==> src/core/uhwr_cfg.svh <==
// Purpose : Constants for the user hardware register read unit.
// Assumes : Included by the package and by every design file of the unit.
// Notes   : Encodings, field positions, selector values and a few miscellaneous constants.
`ifndef UHWR_CFG_SVH
`define UHWR_CFG_SVH

// ****************************************************************
// Instruction encoding
// ****************************************************************
`define UHWR_OPC_MSB        31
`define UHWR_OPC_LSB        26
`define UHWR_OPC_EXT_GROUP  6'h1F
`define UHWR_FN_MSB         5
`define UHWR_FN_LSB         0
`define UHWR_FN_READ_HW     6'h3B
`define UHWR_RT_MSB         20
`define UHWR_RT_LSB         16
`define UHWR_SEL_MSB        15
`define UHWR_SEL_LSB        11

// ****************************************************************
// Hardware register selector values
// ****************************************************************
`define UHWR_SEL_CPU_NUM    5'h00
`define UHWR_SEL_SYNC_STEP  5'h01
`define UHWR_SEL_CYC_CNT    5'h02
`define UHWR_SEL_CYC_RES    5'h03
`define UHWR_SEL_RSV_LO     5'h04
`define UHWR_SEL_RSV_HI     5'h1C
`define UHWR_SEL_THREAD_PTR 5'h1D
`define UHWR_SEL_IMPL0      5'h1E
`define UHWR_SEL_IMPL1      5'h1F

// ****************************************************************
// Miscellaneous
// ****************************************************************
`define UHWR_CPU_NUM_W      10
`define UHWR_ARCH_REL_MIN   3'h2
`define UHWR_RESET_WORD     32'h0000_0000

`endif

==> src/core/uhwr_pkg.sv <==
// Purpose : Types shared by the user hardware register read unit.
// Assumes : uhwr_cfg.svh holds every numeric constant.
// Notes   : Structs carry the request and answer groups.
`include "uhwr_cfg.svh"

package uhwr_pkg;

	// ****************************************************************
	// Request and answer carriers
	// ****************************************************************
	typedef struct packed {
		logic        valid;
		logic [31:0] instr;
	} uhwr_req_t;

	typedef struct packed {
		logic        done;
		logic        wr_en;
		logic [4:0]  dest_gpr_field;
		logic [31:0] data;
		logic        rsv_instr_exc;
	} uhwr_rsp_t;

	// Privileged state seen by the unit.
	typedef struct packed {
		logic        cp0_enabled;
		logic [31:0] user_hw_access_mask;
		logic [9:0]  cpu_number;
		logic [31:0] cycle_counter;
		logic [31:0] thread_pointer_reg;
	} uhwr_cp0_t;

	typedef enum logic [1:0] {
		UHWR_ST_IDLE = 2'b00,
		UHWR_ST_EXEC = 2'b01,
		UHWR_ST_DONE = 2'b10
	} uhwr_state_t;

endpackage : uhwr_pkg

==> src/core/uhwr_access.sv <==
// Purpose : Access check for one hardware register selector.
// Assumes : Mask bit index equals selector value.
// Notes   : Implementation flags come from the top-level parameters.
`include "uhwr_cfg.svh"

module uhwr_access #(
	parameter bit THREAD_PTR_IMPL = 1'b1,
	parameter bit IMPL_REGS_IMPL  = 1'b0,
	parameter bit [2:0] ARCH_REL  = 3'h2
) (
	input  wire logic [4:0]  sel_i,
	input  wire logic        cp0_enabled_i,
	input  wire logic [31:0] mask_i,
	output logic             allowed_o
);
	import uhwr_pkg::*;

	// Tells whether the selected register exists in this build.
	function automatic logic sel_implemented(input logic [4:0] sel);
		logic r;
		r = 1'b0;
		if (sel <= `UHWR_SEL_CYC_RES) begin
			r = 1'b1;
		end else if (sel >= `UHWR_SEL_RSV_LO && sel <= `UHWR_SEL_RSV_HI) begin
			r = 1'b0;
		end else if (sel == `UHWR_SEL_THREAD_PTR) begin
			r = THREAD_PTR_IMPL;
		end else begin
			r = IMPL_REGS_IMPL;
		end
		return r;
	endfunction : sel_implemented

	// ****************************************************************
	// Permission
	// ****************************************************************
	// Release-one cores treat the whole instruction as reserved.
	always_comb begin
		allowed_o = (ARCH_REL >= `UHWR_ARCH_REL_MIN) &&
		            sel_implemented(sel_i) &&
		            (cp0_enabled_i || mask_i[sel_i]);
	end

endmodule : uhwr_access

==> src/core/uhwr_decode.sv <==
// Purpose : Field decode of an incoming instruction word.
// Assumes : Pure combinational; caller registers the outputs.
// Notes   : Only the register-read form is recognised.
`include "uhwr_cfg.svh"

module uhwr_decode (
	input  wire logic [31:0] instr_i,
	output logic             is_read_hw_o,
	output logic [4:0]       dest_gpr_field_o,
	output logic [4:0]       sel_o
);
	import uhwr_pkg::*;

	// ****************************************************************
	// Field extraction
	// ****************************************************************
	// Opcode group and function code must both match.
	always_comb begin
		is_read_hw_o     = (instr_i[`UHWR_OPC_MSB:`UHWR_OPC_LSB] == `UHWR_OPC_EXT_GROUP) &&
		                   (instr_i[`UHWR_FN_MSB:`UHWR_FN_LSB] == `UHWR_FN_READ_HW);
		dest_gpr_field_o = instr_i[`UHWR_RT_MSB:`UHWR_RT_LSB];
		sel_o            = instr_i[`UHWR_SEL_MSB:`UHWR_SEL_LSB];
	end

endmodule : uhwr_decode

==> src/core/uhwr_unit.sv <==
// Purpose : Executes the user-mode hardware register read instruction.
// Assumes : Inputs synchronous to sys_clk_i; one request at a time.
// Notes   : Answer arrives two cycles after the request is taken.
`include "uhwr_cfg.svh"

// Summary of operation
// - On permitted access write selected register value to destination register.
// - Access is checked per register through the matching mask bit.
// - Permit when privileged access is enabled or the mask bit is set.
// - Denied or unimplemented reads raise reserved instruction, no write.
// - Selector 0 returns the processor number field.
// - Selector 1 returns cache sync stride, zero if no sync needed.
// - Selector 2 returns the cycle counter value.
// - Selector 3 returns cycles between counter updates.
// - Selectors 4 to 28 are reserved and raise reserved instruction.
// - Selector 29 returns thread pointer if implemented, else reserved.
// - Selectors 30 and 31 return implementation values or raise reserved.
// - First-release builds treat the whole instruction as reserved.
module uhwr_unit #(
	parameter bit          THREAD_PTR_IMPL = 1'b1,
	parameter bit          IMPL_REGS_IMPL  = 1'b0,
	parameter bit [2:0]    ARCH_REL        = 3'h2,
	parameter logic [31:0] SYNC_STRIDE     = 32'h0000_0020,
	parameter logic [31:0] CYC_RESOLUTION  = 32'h0000_0002,
	parameter logic [31:0] IMPL_VALUE0     = 32'h0000_0000,
	parameter logic [31:0] IMPL_VALUE1     = 32'h0000_0000
) (
	input  wire logic              sys_clk_i,
	input  wire logic              sys_rst_i,
	input  wire uhwr_pkg::uhwr_req_t req_i,
	input  wire uhwr_pkg::uhwr_cp0_t cp0_i,
	output logic                   req_ready_o,
	output uhwr_pkg::uhwr_rsp_t    rsp_o
);
	import uhwr_pkg::*;

	uhwr_state_t state_q;
	logic [31:0] instr_q;
	logic        is_read_hw;
	logic [4:0]  dest_gpr;
	logic [4:0]  sel;
	logic        allowed;
	logic [31:0] value;
	uhwr_rsp_t   rsp_q;

	// ****************************************************************
	// Decode and access check
	// ****************************************************************
	uhwr_decode u_decode (
		.instr_i          (instr_q),
		.is_read_hw_o     (is_read_hw),
		.dest_gpr_field_o (dest_gpr),
		.sel_o            (sel)
	);

	uhwr_access #(
		.THREAD_PTR_IMPL (THREAD_PTR_IMPL),
		.IMPL_REGS_IMPL  (IMPL_REGS_IMPL),
		.ARCH_REL        (ARCH_REL)
	) u_access (
		.sel_i         (sel),
		.cp0_enabled_i (cp0_i.cp0_enabled),
		.mask_i        (cp0_i.user_hw_access_mask),
		.allowed_o     (allowed)
	);

	// ****************************************************************
	// Value selection
	// ****************************************************************
	// Unlisted selectors give zero; they never reach the result anyway.
	always_comb begin
		value = `UHWR_RESET_WORD;
		case (sel)
			`UHWR_SEL_CPU_NUM:    value = {22'h000000, cp0_i.cpu_number};
			`UHWR_SEL_SYNC_STEP:  value = SYNC_STRIDE;
			`UHWR_SEL_CYC_CNT:    value = cp0_i.cycle_counter;
			`UHWR_SEL_CYC_RES:    value = CYC_RESOLUTION;
			`UHWR_SEL_THREAD_PTR: value = cp0_i.thread_pointer_reg;
			`UHWR_SEL_IMPL0:      value = IMPL_VALUE0;
			`UHWR_SEL_IMPL1:      value = IMPL_VALUE1;
			default:              value = `UHWR_RESET_WORD;
		endcase
	end

	// ****************************************************************
	// Sequencing
	// ****************************************************************
	// Holding the word one cycle keeps decode off the pipeline's path.
	assign req_ready_o = (state_q == UHWR_ST_IDLE);

	always_ff @(posedge sys_clk_i) begin
		if (sys_rst_i) begin
			state_q <= UHWR_ST_IDLE;
		end else begin
			case (state_q)
				UHWR_ST_IDLE: if (req_i.valid) begin
					state_q <= UHWR_ST_EXEC;
				end
				UHWR_ST_EXEC: state_q <= UHWR_ST_DONE;
				UHWR_ST_DONE: state_q <= UHWR_ST_IDLE;
				default:      state_q <= UHWR_ST_IDLE;
			endcase
		end
	end

	always_ff @(posedge sys_clk_i) begin
		if (sys_rst_i) begin
			instr_q <= `UHWR_RESET_WORD;
		end else if (state_q == UHWR_ST_IDLE && req_i.valid) begin
			instr_q <= req_i.instr;
		end
	end

	// ****************************************************************
	// Answer
	// ****************************************************************
	// A word that is not this instruction is also reported as reserved.
	always_ff @(posedge sys_clk_i) begin
		if (sys_rst_i) begin
			rsp_q <= '0;
		end else if (state_q == UHWR_ST_EXEC) begin
			rsp_q.done           <= 1'b1;
			rsp_q.dest_gpr_field <= dest_gpr;
			rsp_q.wr_en          <= is_read_hw && allowed;
			rsp_q.data           <= (is_read_hw && allowed) ? value : `UHWR_RESET_WORD;
			rsp_q.rsv_instr_exc  <= !(is_read_hw && allowed);
		end else begin
			rsp_q <= '0;
		end
	end

	assign rsp_o = rsp_q;

endmodule : uhwr_unit

==> config.mk <==
export PLATFORM = sky130hd
export DESIGN_NAME = uhwr_unit
export DESIGN_NICKNAME = d
export VERILOG_FILES = /design/src/core/uhwr_pkg.sv /design/src/core/uhwr_access.sv /design/src/core/uhwr_decode.sv /design/src/core/uhwr_unit.sv
export VERILOG_INCLUDE_DIRS = /design/src /design/src/core
export SDC_FILE = /design/constraint.sdc
export NUM_CORES = 1
export LEC_CHECK = 0
export BUFFER_PORTS_ARGS = -buffer_cell sky130_fd_sc_hd__buf_2
export CAP_MARGIN = 20
export CELL_PAD_IN_SITES_DETAIL_PLACEMENT = 1
export CELL_PAD_IN_SITES_GLOBAL_PLACEMENT = 1
export CORE_MARGIN = 8
export CORE_UTILIZATION = 29
export DETAILED_ROUTE_END_ITERATION = 12
export PLACE_DENSITY_LB_ADDON = 0.2
export SLEW_MARGIN = 20
export SYNTH_ARGS = -nofsm -noshare
export SYNTH_HDL_FRONTEND = slang
export SYNTH_SLANG_ARGS = --single-unit
==> constraint.sdc <==
create_clock -name sys_clk_i -period 2.48 [get_ports sys_clk_i]
set_input_delay 0.248 -clock sys_clk_i [delete_from_list [all_inputs] [get_ports sys_clk_i]]
set_output_delay 0.248 -clock sys_clk_i [all_outputs]
set_load 0.01 [all_outputs]
After elaboration in Yosys (flattened, before gate mapping) --
Cells that the tools add are included.
Word-level totals: output and inout bits 41, word-level logic and storage cells 42, register bits after elaboration 74, bits of input ports 142
Cells by class: magnitude comparators 4, reduce and logical (&&, ||, !) cells 11, muxes and demuxes 10, bitwise operators 2, eq/ne operators 8
Operators with widths (number):
- $pmux 32 s5 | 1
- $mux 40 | 1
- $mux 32 | 1
- $eq 5x2->1 const B | 2
- $eq 6x5->1 const B | 1
- $eq 6x6->1 const B | 1
- $lt 5x6->1 const B | 1
- $bmux 1 s5 | 1
- $eq 5x1->1 const B | 1
- $eq 5x5->1 const B | 1
- $ge 5x3->1 const B | 1
- $le 5x2->1 const B | 1
- $le 5x5->1 const B | 1
- $logic_and 1x1->1 | 5
- $logic_not 5->1 | 1
- $mux 1 | 4
- $pmux 2 s2 | 1
- $reduce_or 3->1 | 1
- $eq 2x1->1 const B | 1
- $logic_not 2->1 | 1
- $mux 2 | 1
- $ne 2x2->1 const B | 1
- $not 1->1 | 2
- $reduce_or 2->1 | 1
- 2 further kinds | 2

Logic depth before layout (Yosys ltp) --
Gate-level depths: netlist (run 1).
word-level depth 8, depth in mapped cells 7, depth with buffers taken out 5

Cells and area by module --
A second synthesis (run 1) with hierarchy kept.
Unflattened totals: cell total of the unflattened synthesis 330, area total of the unflattened synthesis 3435.8 um2
By module, submodules not included:
- uhwr_unit | cells each 284, area each 2994.1 um2, instances 1, seq. area each 1481.4 um2
- uhwr_access | cells each 32, area each 332.8 um2, instances 1, seq. area each 0.0 um2
- uhwr_decode | cells each 14, area each 108.9 um2, instances 1, seq. area each 0.0 um2

Least setup slack after synthesis (run 1) --
Ideal clock, no wire load.
path type reg2reg, from register instr_q[11], to register rsp_q (netlist bit rsp_o[10]), library setup time 74 ps, stages on the path, launching flop included 7, data required time 2406 ps, arrival 1714 ps, period minus slack after synthesis 1788 ps, buffers on the path 2, slack 692 ps, cell sequence dfxtp_1 > buf_2 > mux4_2 > nand4b_1 > o2111ai_4 > buf_6 > nor3_2
On the way: word-level cells in the longest chain between the ends 8, elaborated cells between the ends (all ways) 20, those cells by class order compare: 3; eq/ne: 4; mux: 6; bitwise: 1; reduce/logical: 6
RTL lines:
- start: declaration | line uhwr_unit.sv:38 | logic [31:0] instr_q;
- start signal: assignment | line uhwr_unit.sv:108 | instr_q <= `UHWR_RESET_WORD;
- start signal: assignment | line uhwr_unit.sv:110 | instr_q <= req_i.instr;
- $ge 5x3->1 (no line), or another cell as far along
- $logic_and 1x1->1 (no line) / $mux 1 (equally long branches)
- $mux 1 | line uhwr_access.sv:24 | end else if (sel >= `UHWR_SEL_RSV_LO && sel <= `UHWR_SEL_RSV_HI) begin
- $mux 1 | line uhwr_access.sv:22 | if (sel <= `UHWR_SEL_CYC_RES) begin
- $logic_and 1x1->1 | line uhwr_access.sv:39 | allowed_o = (ARCH_REL >= `UHWR_ARCH_REL_MIN) &&
- $logic_and 1x1->1 | line uhwr_unit.sv:125 | rsp_q.data <= (is_read_hw && allowed) ? value : `UHWR_RESET_WORD;
- $not 1->1 (no line)
- $reduce_or 3->1 (no line)
- end: declaration | line uhwr_unit.sv:44 | uhwr_rsp_t rsp_q;
Several ways; a longest one is shown, not always the timed one. The select of a mux whose other input is x is not followed. A chain may end at the register's enable or synchronous reset.

Worst setup path after layout (run 1) --
from register instr_q[13], to register rsp_q (netlist bit rsp_o[2])
The elaborated chain is that of the path after synthesis.

==> impl_results.md, run 1 <==
* Commonest non-fill, non-tap cell in the layout: buf_2
* Root Driver: clkbuf_8
* TritonCTS clock tree: built
* Top cell family by delay on the critical path: multiplexers
* Clk buf depth at 2
* Stages on the worst setup path at 6
* Starting Density at 0.293
* Clk sinks at 64
* WP buf/inv at 1
* Setup crit end kind: register
* Grt ovf at 0
* Antenna cells at 0
* Period minus WS final at 2150 ps
* Crit path from: instr_q[13]
* GRT met2 Usage at 0.248
* Relative slew slack at 0.515
* Crit path capture: rsp_o[2]
* Crit path DAT at 2390 ps
* Initial antenna violation count at 0
* Clock-pin slew on the worst setup and hold paths at 70 ps
* P_leak at 1.70 nW
* Flop-to-flop setup slack at 330 ps
* Seq cells post-synth at 64
* Final WS setup at 334 ps
* GR Layer Usage met3 at 0.0530
* Routed vias/inst at 4.81
* Hold Crit Class: primary input to register
* Seq/Total Area, Yosys at 0.483
* Slowest CP cell: dfxtp_1
* Most Crowded Layer GR: met2
* Worst-path maximum fanout at 20
* RSZ-0062 raised after global routing: no
* Nets at 574
* Die width at 112 um
* Max rail drop VDD at 0.304 mV
* R2R depth at 6
* Mapped Cells at 268
* Die area at 0.0125 mm2
* Post-synthesis mux area share at 0.0650
* Final RePlAce weighted congestion at 0.777
* Synth Area in Compound Gates at 0.158
* CP Class: register to register
* Biggest cell delay along the critical path at 570 ps
* Final Instance Area at 0.00387 mm2
* Post-CTS sizing at 0
* Adder-Cell Fraction of Synth Area at 0
* Dpl ws at 307 ps
* Tightest Pin Transition at 725 ps
* Non-Filler Instances at 548
* Mapped cell area at 0.00266 mm2
* Startpoint Class: register
* Max-cap violations at 0
* Worst skew pair latency at 330 ps
* H-tree depth at 3
* Setup Fix Bufs, Post-CTS at 0
* Post-synth net total at 410
* DR WL/cell at 16.1 um
* Vias in the first global route at 2905
* Clock buffer count from CTS at 9
* Total track usage at 0.143
* Final HPWL DP at 6980 um
* Setup Skew at 8.58 ps
* Largest family of logic cells by synthesized area: simple AND/OR/NAND/NOR gates
* Num rows at 35
* Post-synthesis xor/xnor area fraction at 0
* Die height at 112 um
* Ys Warns at 0
* Simple-Gate Fraction of Synth Area at 0.246
* Crit Reg-Reg Endpoint: rsp_o[2]
* Share of cells above drive strength 1 at 0.524
* CTS Hold Bufs at 0
* Setup TNS at 0 ps
* Status: completed
* Total Routed Length at 8830 um
* Post-Place Cells at 532
* Iteration-0 DRC Markers at 121
* Most frequent cells in the layout: buf_2 (164), dfxtp_1 (64), nand2_1 (46)
* Core box area at 0.00906 mm2
* Slew Limit Fails at 0
* Max Clock Freq at 0.466 GHz
* Period utilization at 0.865
* Pin count of the biggest net entering global routing at 36
* PwrDens at 633 mW/mm2
* Placed cell areas at 0.00362 mm2
* Setup-failing EPs final at 0
* Top-Level Pins at 183
* Antenna Violating Nets Remaining at 0
* Fillers at 1119
* Yosys cell types at 27
* Cell Chain, Critical Path: mux2i_1, mux4_2, nand4b_1, o2111ai_4, buf_12, nor3_1
* Via count at 2635
* First-pass GRT wire length at 14400 um
* TritonRoute pass-1 iters at 5
* Required time worst endpoint at 2730 ps
* Area growth syn-to-layout at 45.7%
* FF-to-FF Start: instr_q[13]
* Synthesized area per cell at 9.91 um2
* Endpoints failing hold at 0
* Remaining DRCs at 0
* Port Buffer Count at 164
* Routing usage on met1 at 0.156
cells in the mapped netlist (all sizes together):
cell,instances,area share
a21oi,23,0.043
a222oi,8,0.030
a22oi,25,0.071
and2,2,0.0047
and3,5,0.012
buf,8,0.024
clkbuf,15,0.021
dfxtp,64,0.48
inv,2,0.0028
mux2i,6,0.023
mux4,5,0.042
nand2,47,0.066
nand3,2,0.0038
nand3b,1,0.0028
nand4,3,0.0071
nand4b,1,0.0033
nor2,8,0.011
nor3,36,0.12
nor3b,3,0.010
o2111ai,1,0.0099
o21ai,2,0.0038
or3,1,0.0024
registers in the layout (all words and copies together), names as in the netlist:
register	flops
state_q	2
instr_q	22
rsp_o	40
metal layers:
layer | wire [um] | vias to the layer above | share of wire
met1 | 3650 | 1217 | 0.41
met4 | 141 | 0 | 0.016
met5 | 0 | - | 0
met3 | 760 | 11 | 0.086
li1 | - | 1302 | -
met2 | 4280 | 105 | 0.48
power by group:
group          internal, W  switching, W
registers          0.00105     0.0000217
clock network     0.000696      0.000396
logic             0.000145      0.000139
total              0.00189      0.000557
final cells by class:
class	count	area, um2	share of cell area
Tap cell	111	139	0.0359
Clock buffer	11	141	0.0365
Sequential cell	64	1280	0.331
Multi-Input combinational cell	179	1260	0.326
Inverter	2	7.51	0.00194
Clock inverter	5	104	0.0268
Timing Repair Buffer	176	936	0.242
tightest hold or removal path: cells and delay by family:
| family | cells | cell delay, ps |
|---|---|---|
| buffers and inverters | 1 | 90 |
| AO/OA/AOI/OAI | 1 | 50 |
| AND/OR/NAND/NOR | 1 | 50 |
through the flow:
stage,utilization,total power (W),hold slack [ps]
CTS,0.427,0.00249,128
floorplan,-,0.00124,317
finish,0.427,0.00245,151
global route,0.427,0.00257,144
detailed placement,0.400,0.00139,448
global placement,0.400,0.00138,439
cells by family after synthesis:
family | Yosys count
mux | 11
compound gates | 59
buf+inv | 25
simple gates | 109
flops | 64
worst min path at each step:
| stage | start | to | slack [ps] | cells after the start |
|---|---|---|---|---|
| after floorplan | sys_rst_i | instr_q[11] | 320 | 1 |
| after global placement | instr_q[20] | instr_q[20] | 440 | 2 |
| after detailed placement | instr_q[20] | instr_q[20] | 450 | 2 |
| after CTS | req_i[3] | instr_q[3] | 130 | 3 |
| after global routing | req_i[1] | instr_q[1] | 140 | 3 |
| final | req_i[3] | instr_q[3] | 150 | 3 |
(Power assumes the default switching activity.)
==> run 2, diff against run 1 <==
--- a/config.mk
+++ b/config.mk
@@ -12,8 +12,9 @@
 export CELL_PAD_IN_SITES_GLOBAL_PLACEMENT = 1
 export CORE_MARGIN = 8
 export CORE_UTILIZATION = 29
+export CTS_CLUSTER_SIZE = 24
 export DETAILED_ROUTE_END_ITERATION = 12
-export PLACE_DENSITY_LB_ADDON = 0.2
+export PLACE_DENSITY = 0.8
 export SLEW_MARGIN = 20
 export SYNTH_ARGS = -nofsm -noshare
 export SYNTH_HDL_FRONTEND = slang
==> impl_results.md, run 2 (synthesized netlist as in run 1, its figures left out) <==
* Status: completed (unchanged)
* Setup Skew at 8.85 ps (was 8.58 ps)
* Tightest Pin Transition at 720 ps (was 725 ps)
* Crit path from: instr_q[13] (unchanged)
* R2R depth at 6 (unchanged)
* Period minus WS final at 2170 ps (was 2150 ps)
* Setup crit end kind: register (unchanged)
* Nets at 571 (was 574)
* Die height at 112 um (unchanged)
* Most frequent cells in the layout: buf_2 (164), dfxtp_1 (64), nand2_1 (46) (unchanged)
* PwrDens at 620 mW/mm2 (was 633 mW/mm2)
* Setup-failing EPs final at 0 (unchanged)
* TritonRoute pass-1 iters at 5 (unchanged)
* Via count at 2589 (was 2635)
* Endpoints failing hold at 0 (unchanged)
* Vias in the first global route at 2887 (was 2905)
* Relative slew slack at 0.519 (was 0.515)
* Crit path capture: rsp_o[0] (was rsp_o[2])
* Setup Fix Bufs, Post-CTS at 0 (unchanged)
* RSZ-0062 raised after global routing: no (unchanged)
* Crit Reg-Reg Endpoint: rsp_o[0] (was rsp_o[2])
* Die area at 0.0125 mm2 (unchanged)
* Final Instance Area at 0.00380 mm2 (was 0.00387 mm2)
* Total track usage at 0.142 (was 0.143)
* Initial antenna violation count at 0 (unchanged)
* Max Clock Freq at 0.461 GHz (was 0.466 GHz)
* Placed cell areas at 0.00358 mm2 (was 0.00362 mm2)
* Clk sinks at 64 (unchanged)
* Antenna Violating Nets Remaining at 0 (unchanged)
* Die width at 112 um (unchanged)
* Post-Place Cells at 529 (was 532)
* First-pass GRT wire length at 14400 um (about the same)
* Num rows at 35 (unchanged)
* Post-CTS sizing at 0 (unchanged)
* Slew Limit Fails at 0 (unchanged)
* CTS Hold Bufs at 0 (unchanged)
* TritonCTS clock tree: built (unchanged)
* Final RePlAce weighted congestion at 0.782 (was 0.777)
* Commonest non-fill, non-tap cell in the layout: buf_2 (unchanged)
* Max rail drop VDD at 0.221 mV (was 0.304 mV)
* Core Util, Final at 0.420 (was 0.427)
* Worst skew pair latency at 330 ps (about the same)
* Clock-pin slew on the worst setup and hold paths at 80 ps (was 70 ps)
* Clock buffer count from CTS at 9 (unchanged)
* Port Buffer Count at 164 (unchanged)
* Required time worst endpoint at 2700 ps (was 2730 ps)
* FF-to-FF Start: instr_q[13] (unchanged)
* Remaining DRCs at 0 (unchanged)
* WHS at 147 ps (was 151 ps)
* Iteration-0 DRC Markers at 165 (was 121)
* H-tree depth at 3 (unchanged)
* Period utilization at 0.874 (was 0.865)
* Startpoint Class: register (unchanged)
* Grt ovf at 0 (unchanged)
* Max-cap violations at 0 (unchanged)
* Non-Filler Instances at 545 (was 548)
* Core box area at 0.00906 mm2 (unchanged)
* Area growth syn-to-layout at 43.3% (was 45.7%)
* CP Class: register to register (unchanged)
* Pin count of the biggest net entering global routing at 32 (was 36)
* Flop-to-flop setup slack at 310 ps (was 330 ps)
* Root Driver: clkbuf_8 (unchanged)
* Antenna cells at 0 (unchanged)
* P_leak at 1.66 nW (was 1.70 nW)
* Worst-path maximum fanout at 14 (was 20)
* Share of cells above drive strength 1 at 0.523 (was 0.524)
* Top-Level Pins at 183 (unchanged)
* Setup TNS at 0 ps (unchanged)
* Final HPWL DP at 7190 um (was 6980 um)
* Routed vias/inst at 4.75 (was 4.81)
* Hold Crit Class: primary input to register (unchanged)
* Max reg flops at 40 (unchanged)
* Clk buf depth at 2 (unchanged)
* Crit path DAT at 2390 ps (about the same)
* DR WL/cell at 16.2 um (was 16.1 um)
* Total Routed Length at 8830 um (about the same)
* Starting Density at 0.293 (unchanged)
-- run 2: cell count changes in the layout (fill, tap and decap cells not counted), sizes merged --
cell,change
inv,+1
clkinvlp,+3
clkbuf,-1
clkinv,-2
buf,-3
bufinv,-1
-- run 2: power breakdown --
group          internal (W)  leakage [nW]  switching, W
Sequential          0.00105         0.519     0.0000219
Clock              0.000596         0.105      0.000410
Combinational      0.000140          1.03      0.000139
-- run 2: area by class of cell --
type,count,area [um2]
clock inverter,6,91.3
inverter,2,7.51
clock buffer,10,138
sequential,64,1280
fill,1092,5260
multi-input combinational,179,1260
tap,111,139
timing repair buffer,173,888
-- run 2: worst max-delay path, stage by stage, from the launching register on --
cell       delay (ps)
dfxtp_1           660
mux2i_1           180
mux4_2            500
nand4b_1          150
o2111ai_4         140
buf_4             250
and2_1            180
-- run 2: per-layer routing --
| metal | wire length (um) | vias to the layer above | GRT usage |
|---|---|---|---|
| li1 | - | 1295 | - |
| met1 | 3620 | 1178 | 0.152 |
| met2 | 4450 | 106 | 0.254 |
| met3 | 648 | 10 | 0.0465 |
| met4 | 105 | 0 | 0.0529 |
| met5 | 0 | - | 0 |
-- run 2: metrics by stage --
step | total power, W | setup WS, ps
floorplan | 0.00124 | 692
global placement | 0.00137 | 403
detailed placement | 0.00138 | 296
CTS | 0.00240 | 287
global route | 0.00248 | 144
finish | 0.00236 | 312
-- run 2: worst min path at each step --
| stage | startpoint | end | slack [ps] | cells past startpoint |
|---|---|---|---|---|
| CTS | req_i[18] | instr_q[18] | 130 | 3 |
| global placement | instr_q[17] | instr_q[17] | 440 | 2 |
| finish | req_i[18] | instr_q[18] | 150 | 3 |
| floorplan | sys_rst_i | instr_q[11] | 320 | 1 |
| global route | req_i[16] | instr_q[16] | 140 | 3 |
| detailed placement | instr_q[18] | instr_q[18] | 450 | 2 |
